File: src/timer_pwm_pkg.sv
`default_nettype none

package timer_pwm_pkg;

    // Register byte offsets
    localparam logic [7:0] OFS_CTRL = 8'h00;
    localparam logic [7:0] OFS_COUNT = 8'h04;
    localparam logic [7:0] OFS_PERIOD = 8'h08;
    localparam logic [7:0] OFS_CH_BASE = 8'h10;
    localparam logic [7:0] OFS_CH_STRIDE = 8'h08;
    localparam logic [7:0] OFS_CH_VALUE = 8'h04;

    // Control register fields
    localparam int CTRL_CLK_SEL_LSB = 0;
    localparam int CTRL_CENTER = 2;
    localparam int CTRL_OVF_IE = 3;
    localparam int CTRL_OVF_FLAG = 8;

    // Channel control fields
    localparam int CH_EL_LO = 0;
    localparam int CH_EL_HI = 1;
    localparam int CH_KIND_LO = 2;
    localparam int CH_KIND_HI = 3;
    localparam int CH_IE = 4;
    localparam int CH_FLAG = 7;

    // Values after reset
    localparam logic [15:0] RST_COUNT = 16'h0000;
    localparam logic [15:0] RST_PERIOD = 16'hffff;
    localparam logic [15:0] RST_CH_VALUE = 16'h0000;
    localparam logic [1:0] RST_CLK_SEL = 2'h0;

    // Counter width and channel limits
    localparam int COUNT_W = 16;
    localparam int MAX_CH = 8;

    // Channel behaviour, one-hot
    typedef enum logic [3:0] {
        MODE_CAPTURE = 4'b0001,
        MODE_COMPARE = 4'b0010,
        MODE_EDGE = 4'b0100,
        MODE_CENTER = 4'b1000
    } ch_mode_t;

    // Counting direction, one-hot
    typedef enum logic [1:0] {
        DIR_UP = 2'b01,
        DIR_DOWN = 2'b10
    } cnt_dir_t;

endpackage

`default_nettype wire

File: src/timer_pwm_unit.sv
// Function
// - Compare without pin control still flags match
// - Edge PWM when center off, kind 1:0
// - Edge period is limit plus one ticks
// - Edge PWM flags at end of pulse
// - PWM with level bits 0:0 leaves pin
// - Edge 1:0 high at overflow, low at match
// - Edge X:1 low at overflow, high at match
// - Edge value zero 0%, above limit 100%
// - Center PWM counts up then down
// - Center width twice value, period twice limit
// - Center PWM flags match both directions
// - Center 1:0 high down-match, low up-match
// - Center X:1 low down-match, high up-match
// - Center value zero 0%, above limit 100%
// - Period write immediate stopped, else at overflow
// - Value write timing depends on channel mode
// - Counter trigger from overflow until next tick
// - Channel pre-trigger then trigger, both drop
// - Reset leaves unit stopped, outputs zero
// - Overflow flag set at limit turnaround
`timescale 1ns/1ps
`default_nettype none

module timer_pwm_unit
    import timer_pwm_pkg::*;
#(
    parameter int NUM_CH = 2
)(
    input wire logic pclk,
    input wire logic presetn,
    input wire logic psel,
    input wire logic penable,
    input wire logic pwrite,
    input wire logic [7:0] paddr,
    input wire logic [31:0] pwdata,
    output logic [31:0] prdata,
    output logic pready,
    output logic pslverr,
    output logic [NUM_CH-1:0] ch_out,
    output logic [NUM_CH-1:0] ch_oe,
    output logic overflow_irq,
    output logic [NUM_CH-1:0] ch_irq,
    output logic counter_trigger,
    output logic [NUM_CH-1:0] ch_pretrigger,
    output logic [NUM_CH-1:0] ch_trigger
);

    // Channel registers must fit below the byte address space
    initial
    begin
        if (NUM_CH < 1 || NUM_CH > MAX_CH)
            $error("NUM_CH out of range");
    end

    // Decode the behaviour of one channel from its kind bits
    function automatic ch_mode_t decode_mode(input logic center, input logic hi, input logic lo);
        if (center && hi && !lo)
            return MODE_CENTER;
        else if (!center && hi && !lo)
            return MODE_EDGE;
        else if (!center && lo)
            return MODE_COMPARE;
        else
            return MODE_CAPTURE;
    endfunction

    // PWM active level; center mode is also active at the down-count match, so width is twice the value
    function automatic logic pwm_active(input logic center, input cnt_dir_t d, input logic [COUNT_W-1:0] cnt,
        input logic [COUNT_W-1:0] val);
        return (cnt < val) || (center && d == DIR_DOWN && cnt == val);
    endfunction

    // Channel address slot, NUM_CH when the offset is no channel
    function automatic int ch_slot(input logic [7:0] addr);
        int idx;
        idx = NUM_CH;
        for (int i = 0; i < NUM_CH; i++)
        begin
            if (addr[7:3] == 5'((OFS_CH_BASE + 8'(i) * OFS_CH_STRIDE) >> 3))
                idx = i;
        end
        return idx;
    endfunction

    // Global control and status
    logic [1:0] counter_clock_select;
    logic center_align_select;
    logic overflow_irq_enable;
    logic overflow_flag;
    logic [COUNT_W-1:0] count;
    cnt_dir_t dir;
    logic [COUNT_W-1:0] period_limit;
    logic [COUNT_W-1:0] period_buf;
    logic period_pending;

    // Per-channel control, value and flag
    logic [NUM_CH-1:0] edge_level_lo;
    logic [NUM_CH-1:0] edge_level_hi;
    logic [NUM_CH-1:0] channel_kind_lo;
    logic [NUM_CH-1:0] channel_kind_hi;
    logic [NUM_CH-1:0] channel_irq_enable;
    logic [NUM_CH-1:0] channel_flag;
    logic [COUNT_W-1:0] channel_value [NUM_CH];
    logic [COUNT_W-1:0] value_buf [NUM_CH];
    logic [NUM_CH-1:0] value_pending;

    // Bus strobes: data moves only on the edge where pready is seen high
    logic bus_done;
    logic wr_en;
    int wr_slot;
    assign bus_done = psel && penable && pready;
    assign wr_en = bus_done && pwrite;
    assign wr_slot = ch_slot(paddr);

    // Counter events
    logic running;
    logic tick;
    logic overflow_evt;
    logic [COUNT_W-1:0] next_count;
    cnt_dir_t next_dir;
    assign running = (counter_clock_select != RST_CLK_SEL);
    // Prescaler lies outside this block, so every enabled clock is a tick
    assign tick = running;

    // Next counter value and turnaround
    always_comb
    begin
        next_count = count;
        next_dir = dir;
        overflow_evt = 1'b0;
        if (tick)
        begin
            if (!center_align_select)
            begin
                // Up counting, period_limit + 1 ticks
                if (count == period_limit)
                begin
                    next_count = RST_COUNT;
                    overflow_evt = 1'b1;
                end
                else
                    next_count = count + 16'h0001;
                next_dir = DIR_UP;
            end
            else
            begin
                // Up-down counting, 2 x period_limit ticks
                case (dir)
                    DIR_UP:
                    begin
                        if (count >= period_limit)
                        begin
                            next_count = period_limit - 16'h0001;
                            next_dir = DIR_DOWN;
                            overflow_evt = 1'b1;
                        end
                        else
                            next_count = count + 16'h0001;
                    end
                    DIR_DOWN:
                    begin
                        if (count == RST_COUNT || count == 16'h0001)
                            next_dir = DIR_UP;
                        next_count = (count == RST_COUNT) ? 16'h0001 : count - 16'h0001;
                    end
                    default:
                    begin
                        next_count = RST_COUNT;
                        next_dir = DIR_UP;
                    end
                endcase
            end
        end
    end

    // Counter and direction state
    always_ff @(posedge pclk or negedge presetn)
    begin
        if (!presetn)
        begin
            count <= RST_COUNT;
            dir <= DIR_UP;
        end
        else
        begin
            count <= next_count;
            dir <= next_dir;
        end
    end

    // Global control register written from the bus
    always_ff @(posedge pclk or negedge presetn)
    begin
        if (!presetn)
        begin
            counter_clock_select <= RST_CLK_SEL;
            center_align_select <= 1'b0;
            overflow_irq_enable <= 1'b0;
        end
        else if (wr_en && paddr == OFS_CTRL)
        begin
            counter_clock_select <= pwdata[CTRL_CLK_SEL_LSB +: 2];
            center_align_select <= pwdata[CTRL_CENTER];
            overflow_irq_enable <= pwdata[CTRL_OVF_IE];
        end
    end

    // Overflow flag: hardware set beats a same-cycle write-one clear
    always_ff @(posedge pclk or negedge presetn)
    begin
        if (!presetn)
            overflow_flag <= 1'b0;
        else if (overflow_evt)
            overflow_flag <= 1'b1;
        else if (wr_en && paddr == OFS_CTRL && pwdata[CTRL_OVF_FLAG])
            overflow_flag <= 1'b0;
    end

    // Period limit with its write buffer
    always_ff @(posedge pclk or negedge presetn)
    begin
        if (!presetn)
        begin
            period_limit <= RST_PERIOD;
            period_buf <= RST_PERIOD;
            period_pending <= 1'b0;
        end
        else if (wr_en && paddr == OFS_PERIOD)
        begin
            period_buf <= pwdata[COUNT_W-1:0];
            // Stopped counter takes the value at once
            if (!running)
                period_limit <= pwdata[COUNT_W-1:0];
            period_pending <= running;
        end
        else if (period_pending && overflow_evt)
        begin
            // Held until limit-to-zero or limit-to-limit-minus-one
            period_limit <= period_buf;
            period_pending <= 1'b0;
        end
        else if (!running)
        begin
            period_limit <= period_buf;
            period_pending <= 1'b0;
        end
    end

    // Channel behaviour decoded once per channel
    ch_mode_t mode [NUM_CH];
    logic [NUM_CH-1:0] match;
    logic [NUM_CH-1:0] flag_evt;
    always_comb
    begin
        for (int n = 0; n < NUM_CH; n++)
        begin
            mode[n] = decode_mode(center_align_select, channel_kind_hi[n], channel_kind_lo[n]);
            match[n] = tick && (count == channel_value[n]);
            case (mode[n])
                MODE_COMPARE: flag_evt[n] = match[n];
                MODE_EDGE: flag_evt[n] = match[n];
                // Value above limit still flags at the turnaround
                MODE_CENTER: flag_evt[n] = match[n] ||
                    (overflow_evt && channel_value[n] > period_limit);
                default: flag_evt[n] = 1'b0;
            endcase
        end
    end

    // Channel control register and flag
    always_ff @(posedge pclk or negedge presetn)
    begin
        if (!presetn)
        begin
            edge_level_lo <= '0;
            edge_level_hi <= '0;
            channel_kind_lo <= '0;
            channel_kind_hi <= '0;
            channel_irq_enable <= '0;
            channel_flag <= '0;
        end
        else
        begin
            for (int n = 0; n < NUM_CH; n++)
            begin
                if (wr_en && wr_slot == n && paddr[2:0] == 3'h0)
                begin
                    edge_level_lo[n] <= pwdata[CH_EL_LO];
                    edge_level_hi[n] <= pwdata[CH_EL_HI];
                    channel_kind_lo[n] <= pwdata[CH_KIND_LO];
                    channel_kind_hi[n] <= pwdata[CH_KIND_HI];
                    channel_irq_enable[n] <= pwdata[CH_IE];
                end
                // Set wins over the write-one clear
                if (flag_evt[n])
                    channel_flag[n] <= 1'b1;
                else if (wr_en && wr_slot == n && paddr[2:0] == 3'h0 && pwdata[CH_FLAG])
                    channel_flag[n] <= 1'b0;
            end
        end
    end

    // Channel value with its write buffer
    always_ff @(posedge pclk or negedge presetn)
    begin
        if (!presetn)
        begin
            value_pending <= '0;
            for (int n = 0; n < NUM_CH; n++)
            begin
                channel_value[n] <= RST_CH_VALUE;
                value_buf[n] <= RST_CH_VALUE;
            end
        end
        else
        begin
            for (int n = 0; n < NUM_CH; n++)
            begin
                // Capture channels ignore value writes
                if (wr_en && wr_slot == n && paddr[2:0] == OFS_CH_VALUE[2:0] && mode[n] != MODE_CAPTURE)
                begin
                    value_buf[n] <= pwdata[COUNT_W-1:0];
                    value_pending[n] <= running;
                    if (!running)
                        channel_value[n] <= pwdata[COUNT_W-1:0];
                end
                else if (value_pending[n])
                begin
                    // Compare takes it next tick, PWM at the turnaround
                    if ((mode[n] == MODE_COMPARE && tick) || overflow_evt || !running)
                    begin
                        channel_value[n] <= value_buf[n];
                        value_pending[n] <= 1'b0;
                    end
                end
            end
        end
    end

    // Channel pins; level compare keeps 0% and 100% free of glitches
    always_ff @(posedge pclk or negedge presetn)
    begin
        if (!presetn)
        begin
            ch_out <= '0;
            ch_oe <= '0;
        end
        else
        begin
            for (int n = 0; n < NUM_CH; n++)
            begin
                // Pin released when both level bits are clear
                ch_oe[n] <= (edge_level_hi[n] || edge_level_lo[n]) && mode[n] != MODE_CAPTURE;
                case (mode[n])
                    MODE_EDGE, MODE_CENTER:
                    begin
                        // High from overflow or down-match until the match
                        if (edge_level_lo[n])
                            ch_out[n] <= !pwm_active(mode[n] == MODE_CENTER, next_dir, next_count,
                                channel_value[n]);
                        else if (edge_level_hi[n])
                            ch_out[n] <= pwm_active(mode[n] == MODE_CENTER, next_dir, next_count,
                                channel_value[n]);
                    end
                    MODE_COMPARE:
                    begin
                        if (match[n])
                        begin
                            case ({edge_level_hi[n], edge_level_lo[n]})
                                2'b01: ch_out[n] <= !ch_out[n];
                                2'b10: ch_out[n] <= 1'b0;
                                2'b11: ch_out[n] <= 1'b1;
                                default: ch_out[n] <= ch_out[n];
                            endcase
                        end
                    end
                    default: ch_out[n] <= ch_out[n];
                endcase
            end
        end
    end

    // Interrupt lines need both enable and flag
    always_ff @(posedge pclk or negedge presetn)
    begin
        if (!presetn)
        begin
            overflow_irq <= 1'b0;
            ch_irq <= '0;
        end
        else
        begin
            overflow_irq <= overflow_irq_enable && overflow_flag;
            ch_irq <= channel_irq_enable & channel_flag;
        end
    end

    // Output triggers for other peripherals
    always_ff @(posedge pclk or negedge presetn)
    begin
        if (!presetn)
        begin
            counter_trigger <= 1'b0;
            ch_pretrigger <= '0;
            ch_trigger <= '0;
        end
        else
        begin
            if (overflow_evt)
                counter_trigger <= 1'b1;
            else if (tick)
                counter_trigger <= 1'b0;
            for (int n = 0; n < NUM_CH; n++)
            begin
                if (tick && ch_trigger[n])
                begin
                    ch_trigger[n] <= 1'b0;
                    ch_pretrigger[n] <= flag_evt[n];
                end
                else if (tick && ch_pretrigger[n])
                    ch_trigger[n] <= 1'b1;
                else if (flag_evt[n])
                    ch_pretrigger[n] <= 1'b1;
            end
        end
    end

    // Read data mux
    logic [31:0] next_rdata;
    always_comb
    begin
        next_rdata = 32'h0000_0000;
        if (paddr == OFS_CTRL)
        begin
            next_rdata[CTRL_CLK_SEL_LSB +: 2] = counter_clock_select;
            next_rdata[CTRL_CENTER] = center_align_select;
            next_rdata[CTRL_OVF_IE] = overflow_irq_enable;
            next_rdata[CTRL_OVF_FLAG] = overflow_flag;
        end
        else if (paddr == OFS_COUNT)
            next_rdata[COUNT_W-1:0] = count;
        else if (paddr == OFS_PERIOD)
            next_rdata[COUNT_W-1:0] = period_limit;
        else
        begin
            for (int n = 0; n < NUM_CH; n++)
            begin
                if (wr_slot == n && paddr[2:0] == 3'h0)
                begin
                    next_rdata[CH_EL_LO] = edge_level_lo[n];
                    next_rdata[CH_EL_HI] = edge_level_hi[n];
                    next_rdata[CH_KIND_LO] = channel_kind_lo[n];
                    next_rdata[CH_KIND_HI] = channel_kind_hi[n];
                    next_rdata[CH_IE] = channel_irq_enable[n];
                    next_rdata[CH_FLAG] = channel_flag[n];
                end
                else if (wr_slot == n && paddr[2:0] == OFS_CH_VALUE[2:0])
                    next_rdata[COUNT_W-1:0] = channel_value[n];
            end
        end
    end

    // Decoded address, for the error answer
    logic addr_ok;
    assign addr_ok = (paddr == OFS_CTRL) || (paddr == OFS_COUNT) || (paddr == OFS_PERIOD) ||
        (wr_slot < NUM_CH && (paddr[2:0] == 3'h0 || paddr[2:0] == OFS_CH_VALUE[2:0]));

    // One wait state: pready rises in the second access cycle
    always_ff @(posedge pclk or negedge presetn)
    begin
        if (!presetn)
        begin
            pready <= 1'b0;
            pslverr <= 1'b0;
            prdata <= 32'h0000_0000;
        end
        else if (psel && penable && !pready)
        begin
            pready <= 1'b1;
            pslverr <= !addr_ok;
            prdata <= pwrite ? 32'h0000_0000 : next_rdata;
        end
        else
        begin
            pready <= 1'b0;
            pslverr <= 1'b0;
        end
    end
endmodule

`default_nettype wire

File: config.mk
export PLATFORM = sky130hd
export DESIGN_NAME = timer_pwm_unit
export DESIGN_NICKNAME = d
export VERILOG_FILES = /design/src/timer_pwm_pkg.sv /design/src/timer_pwm_unit.sv
export SDC_FILE = /design/constraint.sdc
export NUM_CORES = 1
export LEC_CHECK = 0
export BUFFER_PORTS_ARGS = -buffer_cell sky130_fd_sc_hd__buf_2
export CORE_MARGIN = 8
export CORE_UTILIZATION = 50
export DETAILED_ROUTE_END_ITERATION = 7
export HOLD_SLACK_MARGIN = 0.1
export PLACE_DENSITY = 0.69
export SYNTH_ARGS = -nofsm -noshare
export SYNTH_HDL_FRONTEND = slang
export SYNTH_SLANG_ARGS = --single-unit
File: constraint.sdc
create_clock -name pclk -period 5.4 [get_ports pclk]
set_clock_uncertainty 0.2 [all_clocks]
set_input_delay 1.62 -clock pclk [delete_from_list [all_inputs] [get_ports pclk]]
set_output_delay 1.62 -clock pclk [all_outputs]
set_load 0.02 [all_outputs]
==> out/results.tsv <==
metric	value	unit
first-pass GRT wire length	50790	µm
vias in the first global route	8876	
Die Span Y	162.8	µm
Port Buffers	58	
WP data arrival	5.21	ns
PnR Total Power	2948	µW
DR WL/cell	21.86	µm
Final HPWL DP	24760	µm
worst vdd ir	213.7	µV
DRC marker count from the first detailed-route iteration	830	
initial antenna violation count	0	
final setup fails	0	
max_cap viols	0	
Tcrit/Tclk final	0.9416	
final net count	1342	
switch share	0.3066	
CTS root buffer	clkbuf_16	
CTS Sinks	164	
max_slew headroom	0.3283	
drt total wl	32660	µm
Comb power frac	0.162	
Hold Path End	prdata[2]	
die area	26490	µm²
drt first pass iters	8	
CP Buf/Inv Count	1	
reg2reg path depth	17	
DRT antenna net count	0	
clock slew at reported path FFs	0.07	ns
Seq/Total Area, Yosys	0.3849	
Net Switching	903.7	µW
Hold Violations, Final	0	
total clock buffers created by CTS	17	
n_diodes	0	
reg-to-reg endpoint	ch_out[1]	
die width	162.8	µm
Synth area leaders	dfrtp_1 (30%), ha_1 (11%), mux2_2 (9.4%), dfstp_2 (8.1%), xnor2_1 (4.1%)	
flops & latches, synth	164	
Synth Instances	1120	
Clk network pwr share	0.412	
FF-to-FF Start	period_limit[1]	
kind of cell adding the most delay to the critical path	compound AO/OA/AOI/OAI gates	
Syn Area/Cell	9.615	µm²
top-count cell post-synth	dfrtp_1	
hold path startpoint	prdata[2]	
cell internal pwr	2044	µW
worst hold path class	flop to flop	
crit-path cells	inv_1, ha_1, a211o_1, a211o_1, a32oi_1, nand2_2, o21ai_0, a22oi_1, o211ai_1, ha_1, a2111oi_0, a21oi_1, o311ai_0, o211a_1, a31o_1, mux2_1, and4b_1	
synthesized area	10770	µm²
largest net degree at the start of global routing	94	
share of layout cells above drive strength 1	0.2445	
status	finished with violations	
worst-case clock buffer depth	2	
CTS tree	done	
CP required	5.53	ns
Slew Limit Fails	0	
CP endpoint kind	flop	
DRC	2	
maximum fanout along the worst path	7	
fmax	196.7	MHz
number of synthesized flops with an enable pin	0	
cell accounting for the most synthesized area	dfrtp_1	
slowest cell on the critical path	dfstp_2	
via count	9164	
Clock Latency Late Sink	0.44	ns
# IOs	91	
Syn-to-layout area delta	13.49	%
Final TNS setup	0	ns
Synthesis Warnings	0	
Slowest Stage Delay on Critical Path	0.54	ns
post-synthesis async set-or-reset flop share	1.000	
critical path launch point type	flop	
unrepaired setup endpoints after global routing	no	
Final Util	0.5796	
hold depth	2	
setup slack, reg-to-reg	0.32	ns
crit path kind	flop to flop	
GRT Total Usage	0.2484	
vias per std cell	6.134	
Worst Tran Pin Value	1.004	ns
LEAKAGE	0.005963	µW
gpl congestion	0.9720	
ys flop type	dfrtp_1	
GRT overflow	0	
PwrDens	241.2	nW/µm²
sequential share of power	0.426	
# H-tree levels	4	
Initial Util	0.5107	
row count	53	
commonest cells in the netlist	dfrtp_1 (131), ha_1 (91), mux2_2 (90), nand2_1 (90), nor2_1 (79)	
Period minus WS final	5.085	ns
library cells used by synthesis	72	
failing checks	design-rule violations	
post-synth top area share	0.3044	
Core Box Area	21090	µm²
==> cell type report <==
cell class,instances,area (µm²)
clock inverter,14,142.6
timing repair buffer,124,804.5
multi-input combinational,833,6098
sequential,164,4145
fill,1816,8866
tap,275,344.1
clock buffer,18,439.2
inverter,66,247.7
==> what timing repair did <==
action	CTS	global route
hold buffers	0	0
resized for setup	0	5
buffers inserted	0	0
setup endpoints to repair	0	2
==> metal layers <==
| metal | share of wire | GRT usage | wire length, µm |
|---|---|---|---|
| met1 | 0.44 | 0.3473 | 14350 |
| met4 | 0.028 | 0.08966 | 912 |
| met3 | 0.089 | 0.05106 | 2909 |
| met2 | 0.44 | 0.3738 | 14490 |
| met5 | 0 | 0 | 0 |
==> tightest hold or removal path, stage by stage (launching register included) <==
cell,delay (ns)
dfrtp_1,0.35
nand2_1,0.05
o41ai_1,0.05
==> power by group through the flow <==
stage	Sequential (µW)	Combinational [µW]	Clock (µW)
6_report	1250	477	1220
2_1_floorplan	1280	304	0
5_1_grt	1260	525	1270
3_5_place_dp	1280	464	0
3_3_place_gp	1280	457	0
4_1_cts	1250	466	1220
==> sequential cells by signal, indices dropped and copies added (netlist names), 16 cells and up <==
| register | cells |
|---|---|
| channel_value | 32 |
| period_buf | 16 |
| period_limit | 16 |
| value_buf | 32 |
| count | 16 |
| prdata | 16 |
==> stage by stage <==
stage                     cell area (µm²)  worst slack [ns]  cells  hold slack [ns]
final                               12220            0.3153   1494           0.2797
after global routing                12220           0.06327   1494           0.3009
after detailed placement            11620            0.3019   1462           0.2596
after CTS                           12210            0.2751   1494           0.2838
after global placement              11620            0.3738   1462           0.2597
after floorplan                     10830            0.6699   1135           0.2640
==> worst max-delay path by stage <==
stage / slack [ns] / endpoint / depth (start not counted) / startpoint
final: 0.32 / ch_out[1] / 17 / period_limit[1]
after global routing: 0.06 / ch_out[0] / 19 / period_limit[13]
after CTS: 0.28 / ch_out[0] / 19 / period_limit[13]
after detailed placement: 0.30 / ch_out[0] / 19 / period_limit[13]
after global placement: 0.37 / ch_out[1] / 18 / period_limit[13]
after floorplan: 0.67 / ch_out[1] / 19 / count[0]
==> cells by family (layout without fill, tap and decap cells) <==
| kind of cell | after synthesis | count (layout) | synth area share |
|---|---|---|---|
| AOI/OAI and AO/OA | 237 | 237 | 0.1466 |
| xor gates and xnor gates | 69 | 69 | 0.05612 |
| adders and majority gates | 91 | 91 | 0.1057 |
| buffers and inverters | 138 | 222 | 0.05623 |
| DFF | 164 | 164 | 0.3849 |
| muxes | 93 | 93 | 0.09701 |
| other | 1 | 16 | 0.0003482 |
| and+or+nand+nor | 327 | 327 | 0.1530 |
==> cell usage in the layout, fill, tap and decap left out, drive strengths merged, types with 13 or more instances in the layout <==
cell type	netlist	final
a21oi	56	56
a22o	15	15
a22oi	15	15
and3	17	17
buf	29	124
clkbuf	43	18
conb	1	16
dfrtp	131	131
dfstp	33	33
ha	91	91
inv	66	73
mux2	91	91
nand2	90	90
nand3	24	24
nand4	19	19
nor2	80	80
nor2b	19	19
nor3	23	23
nor4	13	13
o21ai	62	62
xnor2	51	51
xor2	18	18
Power figures use the tool's default switching activity.
